File: config.mk
export PLATFORM = sky130hd
export DESIGN_NAME = rrx_exec
export DESIGN_NICKNAME = d
export VERILOG_FILES = /design/src/pkg/rrx_pkg.sv /design/src/hw/rrx_decode.sv /design/src/hw/rrx_exec.sv
export VERILOG_INCLUDE_DIRS = /design/src /design/src/pkg
export SDC_FILE = /design/constraint.sdc
export NUM_CORES = 1
export LEC_CHECK = 0
export CAP_MARGIN = 20
export CORE_UTILIZATION = 40
export CTS_CLUSTER_DIAMETER = 80
export DETAILED_ROUTE_END_ITERATION = 10
export DONT_BUFFER_PORTS = 1
export PLACE_DENSITY = 0.62
export SLEW_MARGIN = 20
export SYNTH_ARGS = -nofsm -noshare
export SYNTH_HDL_FRONTEND = slang
export SYNTH_SLANG_ARGS = --single-unit
File: constraint.sdc
create_clock -name clk_sys -period 2.7 [get_ports clk_sys]
set_input_delay 0.135 -clock clk_sys [delete_from_list [all_inputs] [get_ports clk_sys]]
set_output_delay 0.135 -clock clk_sys [all_outputs]
set_load 0.01 [all_outputs]
File: src/pkg/rrx_map.svh
// Opcode encodings, field positions and sizes for the return/rotate executor
`ifndef RRX_MAP_SVH
`define RRX_MAP_SVH
`define RRX_OP_RETURN 14'h0008
`define RRX_OP_RETINT 14'h0009
`define RRX_LITRET_HI 4'hd
`define RRX_LITRET_MASK 4'hc
`define RRX_ROTL_HI 6'h0d
`define RRX_DEST_BIT 7
`define RRX_GIE_BIT 7
`define RRX_STACK_DEPTH 8
`define RRX_PC_W 13
`define RRX_CYC_RETURN 2
`endif

File: src/pkg/rrx_pkg.sv
// Types shared by the return/rotate executor
package rrx_pkg;
    typedef enum logic [2:0] {
        RRX_NONE,
        RRX_RETURN,
        RRX_RETINT,
        RRX_LITRET,
        RRX_ROTL
    } rrx_op_t;
endpackage : rrx_pkg

File: src/hw/rrx_decode.sv
// Opcode classifier for the return/rotate executor
`timescale 1ns/100ps
`include "rrx_map.svh"
module rrx_decode
    import rrx_pkg::*;
(
    // Instruction word
    input wire logic [13:0] instr,
    // Classification
    output rrx_op_t op
);
    always_comb
    begin
        if (instr == `RRX_OP_RETURN)
            op = RRX_RETURN;
        else if (instr == `RRX_OP_RETINT)
            op = RRX_RETINT;
        else if ((instr[13:10] & `RRX_LITRET_MASK) == (`RRX_LITRET_HI & `RRX_LITRET_MASK)
                 && instr[13:12] == 2'h3 && instr[11:10] == 2'h1)
            op = RRX_LITRET;
        else if (instr[13:8] == `RRX_ROTL_HI)
            op = RRX_ROTL;
        else
            op = RRX_NONE;
    end
endmodule : rrx_decode

File: src/hw/rrx_exec.sv
// Executor for return, interrupt return, literal return and rotate left
`timescale 1ns/100ps
`include "rrx_map.svh"
// What this block does
// - Subroutine return pops stack into program counter; status flags untouched.
// - Subroutine return takes two cycles; second cycle idle while pipeline refills.
// - Rotate left: old carry into bit 0, old bit 7 into carry.
// - Destination bit 0 writes working register, 1 writes file register.
// - Interrupt return pops stack into counter, sets global interrupt enable, two cycles.
module rrx_exec
    import rrx_pkg::*;
(
    // Clock and reset
    input wire logic clk_sys,
    input wire logic resetn,
    // Instruction issue
    input wire logic instr_valid,
    input wire logic [13:0] instr,
    output logic instr_ready,
    // Stack push from call logic
    input wire logic push_en,
    input wire logic [12:0] push_pc,
    // File register access
    output logic [6:0] file_addr,
    input wire logic [7:0] file_rdata,
    output logic file_we,
    output logic [7:0] file_wdata,
    // Core state
    output logic [12:0] pc,
    output logic pc_load,
    output logic [7:0] w_reg,
    output logic carry,
    output logic global_interrupt_enable,
    output logic [12:0] stack_top_entry
);
    // ==========================================================
    // Decode
    rrx_op_t op;
    rrx_decode u_dec (.instr(instr), .op(op));

    // ==========================================================
    // State
    typedef enum logic [0:0] {ST_RUN, ST_IDLE} rrx_st_t;
    rrx_st_t st_r, st_nxt;
    // Eight-entry return stack; the pointer wraps on overflow and underflow
    logic [12:0] stk_r [`RRX_STACK_DEPTH];
    logic [12:0] stk_nxt [`RRX_STACK_DEPTH];
    logic [2:0] sp_r, sp_nxt;
    logic [12:0] pc_r, pc_nxt;
    logic [7:0] w_r, w_nxt;
    logic c_r, c_nxt;
    logic gie_r, gie_nxt;
    logic ld_r, ld_nxt;
    logic we_r, we_nxt;
    logic [7:0] wd_r, wd_nxt;
    logic take, pop;
    logic [8:0] rot;

    assign instr_ready = (st_r == ST_RUN);
    assign take = instr_valid && instr_ready;
    assign pop = take && (op == RRX_RETURN || op == RRX_RETINT || op == RRX_LITRET);
    assign file_addr = instr[6:0];
    assign rot = {file_rdata, c_r};

    always_comb
    begin
        st_nxt = st_r;
        sp_nxt = sp_r;
        pc_nxt = pc_r;
        w_nxt = w_r;
        c_nxt = c_r;
        gie_nxt = gie_r;
        ld_nxt = 1'b0;
        we_nxt = 1'b0;
        wd_nxt = wd_r;
        for (int i = 0; i < `RRX_STACK_DEPTH; i++)
            stk_nxt[i] = stk_r[i];
        if (st_r == ST_IDLE)
            st_nxt = ST_RUN;
        else if (take)
        begin
            case (op)
                RRX_RETURN, RRX_RETINT, RRX_LITRET:
                begin
                    pc_nxt = stk_r[sp_r - 3'h1];
                    sp_nxt = sp_r - 3'h1;
                    ld_nxt = 1'b1;
                    st_nxt = ST_IDLE;
                    if (op == RRX_RETINT)
                        gie_nxt = 1'b1;
                    if (op == RRX_LITRET)
                        w_nxt = instr[7:0];
                end
                RRX_ROTL:
                begin
                    c_nxt = rot[8];
                    if (instr[`RRX_DEST_BIT])
                    begin
                        we_nxt = 1'b1;
                        wd_nxt = rot[7:0];
                    end
                    else
                        w_nxt = rot[7:0];
                end
                default:
                begin
                end
            endcase
        end
        // A push that meets a pop is dropped so the popped entry stays coherent
        if (push_en && !pop)
        begin
            stk_nxt[sp_r] = push_pc;
            sp_nxt = sp_r + 3'h1;
        end
    end

    always_ff @(posedge clk_sys)
    begin
        if (!resetn)
        begin
            st_r <= ST_RUN;
            sp_r <= 3'h0;
            pc_r <= 13'h0000;
            w_r <= 8'h00;
            c_r <= 1'b0;
            gie_r <= 1'b0;
            ld_r <= 1'b0;
            we_r <= 1'b0;
            wd_r <= 8'h00;
            for (int i = 0; i < `RRX_STACK_DEPTH; i++)
                stk_r[i] <= 13'h0000;
        end
        else
        begin
            st_r <= st_nxt;
            sp_r <= sp_nxt;
            pc_r <= pc_nxt;
            w_r <= w_nxt;
            c_r <= c_nxt;
            gie_r <= gie_nxt;
            ld_r <= ld_nxt;
            we_r <= we_nxt;
            wd_r <= wd_nxt;
            for (int i = 0; i < `RRX_STACK_DEPTH; i++)
                stk_r[i] <= stk_nxt[i];
        end
    end

    assign pc = pc_r;
    assign pc_load = ld_r;
    assign w_reg = w_r;
    assign carry = c_r;
    assign global_interrupt_enable = gie_r;
    assign file_we = we_r;
    assign file_wdata = wd_r;
    assign stack_top_entry = stk_r[sp_r - 3'h1];

    // ==========================================================
    // Checks
    a_ret_pc_load: assert property (@(posedge clk_sys) disable iff (!resetn)
        take && op == RRX_RETURN |=> pc_load && pc == $past(stack_top_entry))
        else $error("return did not load stack top");
    a_ret_flags: assert property (@(posedge clk_sys) disable iff (!resetn)
        take && op == RRX_RETURN |=> $stable(carry) && $stable(global_interrupt_enable))
        else $error("return changed flags");
    a_pop_depth: assert property (@(posedge clk_sys) disable iff (!resetn)
        pop |=> sp_r == $past(sp_r) - 3'h1)
        else $error("pop did not lower stack pointer");

    a_ret_two_cyc: assert property (@(posedge clk_sys) disable iff (!resetn)
        pop |=> !instr_ready ##1 instr_ready)
        else $error("return not two cycles");
    a_idle_no_op: assert property (@(posedge clk_sys) disable iff (!resetn)
        !instr_ready |=> !pc_load && !file_we && $stable(w_reg) && $stable(carry)
            && $stable(pc))
        else $error("idle cycle changed state");

    a_rot_carry: assert property (@(posedge clk_sys) disable iff (!resetn)
        take && op == RRX_ROTL |=> carry == $past(file_rdata[7]))
        else $error("rotate carry wrong");
    a_rot_gie: assert property (@(posedge clk_sys) disable iff (!resetn)
        take && op == RRX_ROTL |=> $stable(global_interrupt_enable) && !pc_load && instr_ready)
        else $error("rotate touched more than carry");

    a_rot_to_w: assert property (@(posedge clk_sys) disable iff (!resetn)
        take && op == RRX_ROTL && !instr[7]
        |=> !file_we && w_reg == {$past(file_rdata[6:0]), $past(carry)})
        else $error("rotate to working register wrong");
    a_rot_to_f: assert property (@(posedge clk_sys) disable iff (!resetn)
        take && op == RRX_ROTL && instr[7]
        |=> file_we && file_wdata == {$past(file_rdata[6:0]), $past(carry)}
            && $stable(w_reg))
        else $error("rotate to file register wrong");

    a_retint_gie: assert property (@(posedge clk_sys) disable iff (!resetn)
        take && op == RRX_RETINT |=> global_interrupt_enable && pc_load ##1 instr_ready)
        else $error("interrupt return wrong");
    a_retint_pc: assert property (@(posedge clk_sys) disable iff (!resetn)
        take && op == RRX_RETINT |=> pc == $past(stack_top_entry) && $stable(carry))
        else $error("interrupt return did not load stack top");

    a_litret_w: assert property (@(posedge clk_sys) disable iff (!resetn)
        take && op == RRX_LITRET |=> w_reg == $past(instr[7:0]) && pc_load
            ##1 !pc_load)
        else $error("literal return wrong");
    a_litret_pc: assert property (@(posedge clk_sys) disable iff (!resetn)
        take && op == RRX_LITRET |=> pc == $past(stack_top_entry) && $stable(carry)
            && $stable(global_interrupt_enable))
        else $error("literal return did not load stack top");

    a_push_top: assert property (@(posedge clk_sys) disable iff (!resetn)
        push_en && !pop |=> stack_top_entry == $past(push_pc))
        else $error("push did not reach stack top");
    a_unknown_op: assert property (@(posedge clk_sys) disable iff (!resetn)
        take && op == RRX_NONE |=> instr_ready && !pc_load && !file_we && $stable(w_reg)
            && $stable(carry) && $stable(pc))
        else $error("unknown opcode changed state");

    // ==========================================================
    // Cover points
    c_return: cover property (@(posedge clk_sys) take && op == RRX_RETURN);
    c_retint: cover property (@(posedge clk_sys) take && op == RRX_RETINT);
    c_litret: cover property (@(posedge clk_sys) take && op == RRX_LITRET);
    c_rotl_f: cover property (@(posedge clk_sys) take && op == RRX_ROTL && instr[7]);
    c_rotl_w: cover property (@(posedge clk_sys) take && op == RRX_ROTL && !instr[7]);
endmodule : rrx_exec

### Word level (Yosys, flattened, before mapping)

Memories as Yosys holds them, arrays and structs flattened.
Index checks and enable logic that the tools add are counted.

* word-level logic and storage cells: 85
* memory bits (writable): 104
* memories: 1
* input port bits: 39
* memory bits (read-only): 0
* latch bits: 0
* bits in registers: 36

Memories
* stk_r: depth 8, bits a word 13, rd ports 9, clocked after Yosys merged registers in 0, write ports 8, RTL line rrx_exec.sv:46 `` logic [12:0] stk_r [`RRX_STACK_DEPTH]; ``

* add/subtract/negate cells: 2
* reductions and logical operators: 20
* muxes and demuxes: 27
* div/mod/pow operators: 0
* equal/unequal tests: 12
* $lt $le $gt $ge: 2
* bitwise operators: 13
* multiply operators: 0
* shift operators: 0

Operator list (number)
* 13-bit two-way mux: 9
* 104-bit bitwise mux: 1
* 104-bit two-way mux: 1
* 13-bit demux with 3-bit select: 1
* 14-bit by 4-bit == test with 1-bit output (second input constant): 2
* 3-bit two-way mux: 8
* 8-bit two-way mux: 2
* 8-bit one-hot mux with 2 select lines: 1
* 3-bit AND reduction: 3
* 1-bit bitwise OR: 8
* 4-bit AND reduction: 2
* 3-bit by 2-bit == test with 1-bit output (second input constant): 2
* 6-bit by 4-bit == test with 1-bit output (second input constant): 1
* 2-bit nonzero test: 3
* 3-bit OR reduction: 2
* 1-bit logical AND: 5
* 5-bit AND reduction: 1
* 4-bit >= comparator (second input constant): 1
* 4-bit by 1-bit less-than comparator with 1-bit output (second input constant): 1
* 1-bit two-way mux: 4
* 2-bit != test (second input constant): 2
* 1-bit NOT: 4
* 3-bit NOT with 4-bit output: 1
* 4-bit OR reduction: 1
* 9 further kinds: 10

### Depth between registers and ports, before layout

Gate-level depths: netlist of the first run.

* word-level depth: 13
* mapped depth: 11
* gate-level depth less buffers: 7

### Hierarchy

From an unflattened synthesis of the first run, not the netlist that was laid out.

* cell total of the unflattened synthesis: 639
* area, all modules: 6357.3 um^2

Modules (own cells, without submodules)
* rrx_exec: area an instance 6278.5 um^2, cells each 629, instances 1
* rrx_decode: area an instance 78.8 um^2, cells each 10, instances 1

### Least setup slack after synthesis of the first run

OpenSTA, ideal clock, no wires.

* path kind: register to register
* start: register sp_r[0]
* end: register pc_r[8] (netlist: pc[8]), read port of stk_r
* clock period less this slack: 2.583 ns
* path slack: 0.117 ns
* arrival time: 2.455 ns
* stages on the path, launching flop included: 11
* buffers on the path: 4
* path through: dfxtp_1 -> buf_2 -> buf_4 -> inv_1 -> ha_1 -> buf_2 -> buf_1 -> mux4_2 -> mux2_1 -> mux2i_1 -> nor2_1

* word-level cells in the longest chain between the ends: 2

Ends and longest elaborated chain
* from (decl): RTL line rrx_exec.sv:48 `logic [2:0] sp_r, sp_nxt;`
* from (signal assigned): RTL line rrx_exec.sv:137 `sp_r <= sp_nxt;`
* 3-bit by 1-bit subtractor with 3-bit output
* memory 8 x 13 bit
* net stack_top_entry[8]: RTL line rrx_exec.sv:34 `output logic [12:0] stack_top_entry`
* to (decl): RTL line rrx_exec.sv:49 `logic [12:0] pc_r, pc_nxt;`

The timed path passes the listed nets, and every way through them passes these cells.
A chain may end at the register's enable or synchronous reset.

### Final worst setup path of the first run

* start: register sp_r[1]
* end: output stack_top_entry[1]

* word-level cells in the longest chain between the ends: 2

Ends and longest elaborated chain
* 3-bit by 1-bit subtractor with 3-bit output: RTL line rrx_exec.sv:157 `assign stack_top_entry = stk_r[sp_r - 3'h1];`
* memory 8 x 13 bit
* to (decl): RTL line rrx_exec.sv:34

Every way passes these cells.

==> run summary, run 1 <==
outcome - finished, final reports clean
Via density - 5.15
Overflow after GRT - 0
max reg flops - 104
# DRC - 0
DIE AREA - 16,300 um^2
ys flop type - dfxtp_1
remaining antenna violation count - 0
CTS tree - done
Final setup violation count - 0
first-pass GRT wire length - 22,800 um
Ys Warns - 0
skew final - 5.84 ps
power per cell area - 653 nW/um^2
clk sinks - 140
largest family of logic cells by synthesized area - multiplexers
Resize count post-CTS - 0
Synth area leaders - dfxtp_1, mux2i_1, mux4_2
Die Wd - 128 um
pin slew with the least headroom to its limit - 764 ps
mapped cell area - 6300 um^2
Mapped Cells - 583
sequential cell area fraction in the yosys report - 0.445
Rows - 45
initial antenna violation count - 0
cts bufs inserted - 17
Post-CTS Setup Inserts - 0
# Max-Cap Violations - 0
xor/xnor share of the synthesized area - 0
Area Growth Syn to Fin - 15.2%
unrepaired setup endpoints after global routing - false
critical path type - flop to primary output
final setup TNS - 0 ps
synthesized flop and latch total - 140
root buffer cell - clkbuf_16
H-tree levels - 4
Top Ports - 93
post-detail-place hpwl - 8950 um
syn_nets - 624
final wirelength - 14,300 um
Routed WL per cell - 17.5 um
GP Congestion - 0.761
Post-synth top cells - dfxtp_1, nor2_1, mux2i_1
FMAX - 415 MHz
leading cell type by number of instances after synthesis - dfxtp_1
DR iter-0 viols - 158
n_diodes - 0
Starting Density - 0.411
Cell variety after synth - 46
Synth Area in Adders - 0.00397
min Tclk post-route - 2410 ps
final period utilization - 0.892
Worst VDD drop - 0.483 mV
vias in the first global route - 4,204
Placed Cells - 754
post-synth top area cell - dfxtp_1
Avg Cell Area, Syn - 10.8 um^2
Most flops, register - stk_r
worst min path class - input pin to flop
Final Hold Viols - 0
Reg clk slew, reported paths - 60 ps
Clock Latency Late Sink - 420 ps
Slew Limit Headroom - 0.490
simple-gate area share of the yosys netlist - 0.114
DIE HEIGHT - 128 um
Static Leak - 3.02 nW
Finished Layout Cells - 817
post-synthesis compound-gate area fraction - 0.0451
Critical Path AT - 2270 ps
EDFF count, synth - 0
final layout net count - 634
Pre-Repair DR Iteration Count - 7
Core ar. - 15,300 um^2
largest net degree at the start of global routing - 75
CP Launch Type - flop
clock buffer depth - 2
Worst EP required - 2570 ps
critical-path maximum fanout - 28
GRT Total Usage - 0.184
share of cells above drive strength 1 - 0.170
Final Slew Violations - 0
asr flop ratio synth - 0
Synth top area share - 0.445
vias - 4,205
Crit. End Element - primary output
post-synthesis mux area share - 0.329
PortBufs - 0
kinds of logic (layout without fill, tap and decap cells):
group	Yosys count	count (layout)
multiplexers	173	173
AO/OA/AOI/OAI	32	32
flip-flops	140	140
AND/OR/NAND/NOR	170	170
adder cells (fa/ha/maj)	2	2
buffers and inverters	66	89
through the flow:
stage / total power, mW / hold WS [ps] / cell area [um^2] / setup WS, ps / util
floorplan: 2.48 / 253 / 6300 / 117 / -
global placement: 2.52 / 260 / 6380 / 674 / 0.417
detailed placement: 2.52 / 262 / 6380 / 644 / 0.417
CTS: 4.80 / 4.44 / 7260 / 261 / 0.474
global route: 4.92 / 42.4 / 7260 / 179 / 0.474
finish: 4.74 / 21.2 / 7260 / 291 / 0.474
worst paths after layout:
path | from | depth (start not counted) | slack (ps) | to
setup / recovery | sp_r[1] | 6 | 290 | stack_top_entry[1]
setup reg to reg | sp_r[1] | 7 | 630 | pc[5]
hold / removal | file_rdata[2] | 2 | 20 | w_reg[3]
hold reg to reg | stk_r[2][11] | 2 | 490 | stk_r[2][11]
final cells by class:
type	instances	area, um^2
fill	1422	8050
sequential	140	2800
multi-input combinational	377	3110
inverter	4	17.5
clock buffer	22	474
clock inverter	10	91.3
timing repair buffer	53	500
tap	211	264
per-layer routing:
| layer | wire length, um | part of all wire | vias to the layer above | track usage |
|---|---|---|---|---|
| li1 | - | - | 2049 | - |
| met1 | 6540 | 0.46 | 2020 | 0.232 |
| met2 | 6780 | 0.47 | 117 | 0.297 |
| met3 | 829 | 0.058 | 19 | 0.0549 |
| met4 | 187 | 0.013 | 0 | 0.0665 |
| met5 | 0 | 0 | - | 0 |
critical path, stage by stage, from the launching register on:
cell,delay [ps]
dfxtp_1,410
inv_1,80
ha_1,320
buf_12,210
mux4_2,320
mux2_1,350
buf_4,160
repair_timing:
item / CTS / global route
hold buffers: 31 / 0
endpoints found under the hold margin: 125 / 0
setup endpoints to repair: 0 / 0
report_power, final:
| part | total (mW) | internal [mW] | switching [mW] |
|---|---|---|---|
| clock network | 2.20 | 1.34 | 0.866 |
| registers | 2.13 | 2.11 | 0.0250 |
| logic | 0.405 | 0.180 | 0.224 |
placed cells by master (no fill, tap or decap), types with 2 or more instances in the layout:
cell           instances
ha_1                   2
clkinvlp_4             2
clkinv_2               4
nor3_1                 3
clkinv_4               3
o211ai_1               3
o21ai_2                5
or3_1                  3
mux4_2                26
inv_1                  3
nor2b_1                5
clkbuf_8               3
mux2_1                 3
dfxtp_1              139
buf_4                 20
nor2_1               135
mux2i_1              134
mux2_2                10
buf_12                 2
clkbuf_1               2
nor3b_1                2
a21oi_2                4
clkbuf_16             17
a211oi_1              10
nand2_1                6
dlygate4sd3_1         31
nand3_1                4
o21ai_0                2
Power figures use the tool's default switching activity.
==> inputs of run 2 (changes only) <==
CORE_ASPECT_RATIO = 1.1   (was not set)
clock period = 2.51 ns   (was 2.7 ns; I/O delays follow)
==> run 2 against run 1 <==
Die area barely moved; clock skew grew 2.7 ps; non-clock buffer count rose by 9; setup slack lost 160 ps; first-iteration DRC count rose by 56%; cell area rose by 1.2%; worst hold slack lost 7.3 ps; sequential cell count stayed put; register-to-register slack worse by 180 ps; sequential power rose by 8%; critical path type unchanged; highest routed layer unchanged.
==> run summary, run 2 (synthesis gave the netlist of run 1 again) <==
commonest non-fill, non-tap cell in the layout - dfxtp_1 (unchanged)
Final setup violation count - 0 (unchanged)
Final Slew Violations - 0 (unchanged)
GP Congestion - 0.758 (was 0.761)
H-tree levels - 4 (unchanged)
DR iter-0 viols - 246 (was 158)
beginning of the worst hold path - instr[9] (was file_rdata[2])
Placed Cells - 747 (was 754)
remaining antenna violation count - 0 (unchanged)
skew final - 8.59 ps (was 5.84 ps)
critical path type - flop to primary output (unchanged)
critical-path maximum fanout - 13 (was 28)
Multi-input gate area - 3110 um^2 (about the same)
Slew Limit Headroom - 0.525 (was 0.490)
share of cells above drive strength 1 - 0.187 (was 0.170)
most frequent cells in the layout - dfxtp_1, nor2_1, mux2i_1 (unchanged)
Worst Setup SP - sp_r[0] (was sp_r[1])
Final Hold Viols - 0 (unchanged)
Pre-Repair DR Iteration Count - 4 (was 7)
root buffer cell - clkbuf_16 (unchanged)
first-pass GRT wire length - 22,300 um (was 22,800 um)
pin slew with the least headroom to its limit - 712 ps (was 764 ps)
Static Leak - 3.07 nW (was 3.02 nW)
# Max-Cap Violations - 0 (unchanged)
Design Area, Final - 7350 um^2 (was 7260 um^2)
Overflow after GRT - 0 (unchanged)
CP Launch Type - flop (unchanged)
clk sinks - 140 (unchanged)
initial antenna violation count - 0 (unchanged)
Crit. End Element - primary output (unchanged)
outcome - finished, final reports clean (unchanged)
DP Area - 6430 um^2 (was 6380 um^2)
Via density - 5.27 (was 5.15)
vias in the first global route - 4,319 (was 4,204)
Register Area - 2810 um^2 (was 2800 um^2)
Rows - 47 (was 45)
FMAX - 420 MHz
clock buffer depth - 2 (unchanged)
power per cell area - 708 nW/um^2 (was 653 nW/um^2)
# DRC - 0 (unchanged)
min Tclk post-route - 2380 ps
Most flops, register - stk_r (unchanged)
DIE HEIGHT - 134 um (was 128 um)
Worst EP required - 2380 ps (was 2570 ps)
Reg clk slew, reported paths - 60 ps (about the same)
Die Wd - 122 um (was 128 um)
Worst VDD drop - 0.534 mV (was 0.483 mV)
final wirelength - 14,300 um (about the same)
Finished Layout Cells - 811 (was 817)
final setup TNS - 0 ps (unchanged)
Starting Density - 0.414 (was 0.411)
DIE AREA - 16,300 um^2 (about the same)
Clock Latency Late Sink - 430 ps (was 420 ps)
CTS tree - done (unchanged)
unrepaired setup endpoints after global routing - false (unchanged)
# fillers - 1,369 (was 1,422)
GRT Total Usage - 0.183 (was 0.184)
Reg-to-Reg Start - pc_load (was sp_r[1])
largest net degree at the start of global routing - 64 (was 75)
final period utilization - 0.948
final layout net count - 643 (was 634)
Area Growth Syn to Fin - 16.6% (was 15.2%)
vias - 4,272 (was 4,205)
max reg flops - 104 (unchanged)
Routed WL per cell - 17.6 um (was 17.5 um)
Core ar. - 15,200 um^2 (was 15,300 um^2)
n_diodes - 0 (unchanged)
worst min path class - input pin to flop (unchanged)
PortBufs - 0 (unchanged)
cts bufs inserted - 17 (unchanged)
post-detail-place hpwl - 8840 um (was 8950 um)
Critical Path AT - 2250 ps (was 2270 ps)
Top Ports - 93 (unchanged)
[run 2: cell count changes in the layout (fill, tap and decap cells not counted), sizes merged]
cell and change:
buf +8, clkinv -2, bufinv +1, clkinvlp +2
[run 2: report_power, final]
part	switching [mW]	total (mW)	internal, mW
Clock	0.950	2.46	1.51
Combinational	0.250	0.457	0.208
Sequential	0.0258	2.29	2.27
[run 2: final cells by class]
| cell class | count | share of cell area |
|---|---|---|
| well taps | 196 | 0.0334 |
| flip-flops and latches | 140 | 0.382 |
| clock buffers | 21 | 0.0627 |
| repair buffers | 62 | 0.0802 |
| clock inverters | 11 | 0.0162 |
| multi-input cells | 377 | 0.423 |
| inverters | 4 | 0.00238 |
[run 2: worst paths after layout]
| check | slack [ps] | to | depth (start not counted) |
|---|---|---|---|
| setup / recovery | 130 | stack_top_entry[11] | 6 |
| hold / removal | 10 | carry | 4 |
| hold reg to reg | 490 | stk_r[1][3] | 2 |
| setup reg to reg | 450 | stk_r[7][11] | 6 |
[run 2: repair_timing]
action	CTS	global route
resized for setup	2	2
setup endpoints to repair	13	9
hold buffers	31	0
cloned	0	1
buffers inserted	0	0
endpoints found under the hold margin	125	0
[run 2: per-stage QoR]
stage | util | hold slack (ps) | setup slack, ps | power [mW]
floorplan | - | 243 | 90.8 | 2.66
global placement | 0.422 | 249 | 309 | 2.71
detailed placement | 0.422 | 251 | 251 | 2.72
CTS | 0.481 | 1.82 | 35.1 | 5.25
global route | 0.482 | 32.1 | 28.8 | 5.38
finish | 0.482 | 13.9 | 131 | 5.21
[run 2: metal layers]
metal  global-route usage  part of all wire  up-vias
met5                    0                 0        -
li1                     -                 -     2070
met1                0.210              0.44     2070
met2                0.313              0.49      114
met3               0.0591             0.060       18
met4               0.0727             0.015        0
[run 2: worst max-delay path: stages (launching register included)]
cell and delay, ps:
dfxtp_2 320, inv_1 150, ha_2 200, nor2b_1 150
or2_2 430, mux2_2 420, buf_4 150
==> inputs of run 3 (changes only) <==
--- a/config.mk
+++ b/config.mk
@@ -9,9 +9,10 @@
 export CAP_MARGIN = 20
 export CORE_ASPECT_RATIO = 1.1
-export CORE_UTILIZATION = 40
+export CORE_UTILIZATION = 52
 export CTS_CLUSTER_DIAMETER = 80
 export DETAILED_ROUTE_END_ITERATION = 10
 export DONT_BUFFER_PORTS = 1
-export PLACE_DENSITY = 0.62
+export GPL_TIMING_DRIVEN = 0
+export PLACE_DENSITY = 0.75
 export SLEW_MARGIN = 20
 export SYNTH_ARGS = -nofsm -noshare
==> constraint.sdc (replaced) <==
create_clock -name clk_sys -period 2.51 [get_ports clk_sys]
set_input_delay 0.1255 -clock clk_sys [delete_from_list [all_inputs] [get_ports clk_sys]]
set_output_delay 0.1255 -clock clk_sys [all_outputs]
set_load 0.05 [all_outputs]
==> run 3 against run 2 <==
The run now ends with hold timing left; sequential cell count stayed put; maximum frequency is 4.0% lower; power is 5.9% higher; combinational power is 30% higher; first-iteration DRC count is 54% higher; final cell count is 3.0% lower; critical path type unchanged; largest cell class unchanged; wire length is 15% higher; critical endpoint is now stack_top_entry[0]; cell area is 1.6% higher; clock power is 6% higher; worst hold slack worse by 23 ps; setup slack worse by 99 ps.
==> run summary, run 3 (synthesis gave the netlist of run 1 again) <==
outcome - finished with violations (was finished, final reports clean)
failing checks - hold timing
Via density - 5.92 (was 5.27)
Worst EP required - 2380 ps (about the same)
cell-internal power - 4.18 mW (was 3.98 mW)
remaining antenna violation count - 0 (unchanged)
clock buffer depth - 2 (unchanged)
vias in the first global route - 4,747 (was 4,319)
Reg power frac - 0.418 (was 0.440)
most frequent cells in the layout - dfxtp_1, nor2_1, mux2i_1 (unchanged)
critical path type - flop to primary output (unchanged)
Logic pwr share - 0.108 (was 0.088)
final wirelength - 16,400 um (was 14,300 um)
Top Ports - 93 (unchanged)
Final Slew Violations - 0 (unchanged)
# DRC - 0 (unchanged)
DP Worst Slack - -696 ps (was 251 ps)
FMAX - 404 MHz (was 420 MHz)
critical-path cell list - buf_6 > buf_12 > clkinvlp_4 > ha_4 > clkbuf_16 > mux4_2 > mux2_4 (was inv_1 > ha_2 > nor2b_1 > or2_2 > mux2_2 > buf_4)
GP Congestion - 0.779 (was 0.758)
Routed WL per cell - 20.9 um (was 17.6 um)
max reg flops - 104 (unchanged)
unrepaired setup endpoints after global routing - false (unchanged)
Most flops, register - stk_r (unchanged)
Crit. End Element - primary output (unchanged)
clk sinks - 140 (unchanged)
Final Hold Viols - 1 (was 0)
DIE AREA - 12,600 um^2 (was 16,300 um^2)
DIE HEIGHT - 117 um (was 134 um)
# Max-Cap Violations - 0 (unchanged)
post-detail-place hpwl - 10,800 um (was 8840 um)
met1 WL - 6560 um (was 6270 um)
Pwr Total - 5.51 mW (was 5.21 mW)
first-pass GRT wire length - 25,100 um (was 22,300 um)
final layout net count - 665 (was 643)
cts bufs inserted - 17 (unchanged)
H-tree levels - 4 (unchanged)
DR iter-0 viols - 378 (was 246)
PortBufs - 0 (unchanged)
pin slew with the least headroom to its limit - 1020 ps (was 712 ps)
Rows - 41 (was 47)
min Tclk post-route - 2480 ps (was 2380 ps)
Final setup violation count - 0 (unchanged)
worst min path class - input pin to flop (unchanged)
switching share of total power - 0.241 (was 0.235)
Sw Pwr - 1.33 mW (was 1.22 mW)
Slew Limit Headroom - 0.316 (was 0.525)
Worst VDD drop - 0.433 mV (was 0.534 mV)
Critical Path AT - 2350 ps (was 2250 ps)
met3 routed WL - 1010 um (was 865 um)
Overflow after GRT - 0 (unchanged)
met2 routed WL - 8420 um (was 6960 um)
# fillers - 847 (was 1,369)
commonest non-fill, non-tap cell in the layout - dfxtp_1 (unchanged)
Starting Density - 0.541 (was 0.414)
critical-path maximum fanout - 5 (was 13)
power per cell area - 738 nW/um^2 (was 708 nW/um^2)
Core ar. - 11,600 um^2 (was 15,200 um^2)
Area Growth Syn to Fin - 18.5% (was 16.6%)
Util after Layout - 0.641 (was 0.482)
Critical Path Slowest Stage Cell - mux2_4 (was or2_2)
n_diodes - 0 (unchanged)
final period utilization - 0.987 (was 0.948)
Reg clk slew, reported paths - 60 ps (about the same)
Largest stage delay, worst path - 380 ps (was 430 ps)
vias - 4,658 (was 4,272)
initial antenna violation count - 0 (unchanged)
largest net degree at the start of global routing - 17 (was 64)
Pre-Repair DR Iteration Count - 5 (was 4)
Die Wd - 107 um (was 122 um)
CP Launch Type - flop (unchanged)
share of cells above drive strength 1 - 0.215 (was 0.187)
DP Area - 6490 um^2 (was 6430 um^2)
skew final - 6.17 ps (was 8.59 ps)
Clock Power Share - 0.474 (was 0.472)
root buffer cell - clkbuf_16 (unchanged)
worst setup margin - 32.6 ps (was 131 ps)
CTS tree - done (unchanged)
highest metal used - met4 (unchanged)
Clock Latency Late Sink - 420 ps (was 430 ps)
GRT Total Usage - 0.266 (was 0.183)
Design Area, Final - 7460 um^2 (was 7350 um^2)
Static Leak - 3.18 nW (was 3.07 nW)
hold slack - -9.41 ps (was 13.9 ps)
[run 3: cell types whose count changed in the layout (fill, tap and decap cells not counted), sizes merged]
cell / delta
buf: +19
bufinv: +1
clkbuf: +20
clkinvlp: -1
dlygate4sd3: -16
inv: -1
[run 3: final timing paths]
kind | start | to | slack [ps] | cells past startpoint
min | instr[6] | w_reg[6] | -9 | 2
min reg2reg | stk_r[1][3] | stk_r[1][3] | 490 | 2
max | sp_r[0] | stack_top_entry[0] | 30 | 7
max reg2reg | sp_r[0] | pc[6] | 210 | 9
[run 3: power groups by stage]
stage | Combinational [mW] | Clock (mW) | Sequential, mW
2_1_floorplan | 0.367 | 0 | 2.34
3_3_place_gp | 0.466 | 0 | 2.35
3_5_place_dp | 0.479 | 0 | 2.35
4_1_cts | 0.572 | 2.63 | 2.30
5_1_grt | 0.621 | 2.72 | 2.31
6_report | 0.593 | 2.61 | 2.30
[run 3: layout make-up]
class                           instances  area (um^2)  share of cell area
Buffer                                 60          443              0.0593
Clock buffer                           22          484              0.0649
Clock inverter                         10          138              0.0184
Inverter                                4         18.8             0.00251
Multi-Input combinational cell        377         3160               0.424
Sequential cell                       140         2810               0.376
Tap cell                              150          188              0.0251
Timing Repair Buffer                   24          225              0.0302
[run 3: repair_timing]
action / 4_1_cts / 5_1_grt
pin swaps: 1 / 1
setup buffers: 5 / 3
hold buffers: 15 / 0
gates cloned: 0 / 1
hold endpoints to repair: 19 / 0
setup endpoints to repair: 26 / 23
gates resized for setup: 36 / 4
[run 3: routing by layer]
layer	GRT usage	up-vias
met3	0.0615	35
met2	0.469	194
met5	0	-
li1	-	2100
met4	0.110	0
met1	0.306	2329
[run 3: critical path, delay by kind of cell (launching register included)]
family | cells | cell delay [ps]
fa+ha+maj | 1 | 370
buf+inv | 4 | 500
flops | 1 | 360
mux | 2 | 690
[run 3: per-stage QoR]
step | setup TNS [ps] | instances
CTS | -3.06 | 784
floorplan | -247 | 583
finish | 0 | 787
global route | 0 | 787
detailed placement | -11610 | 733
global placement | -10260 | 733
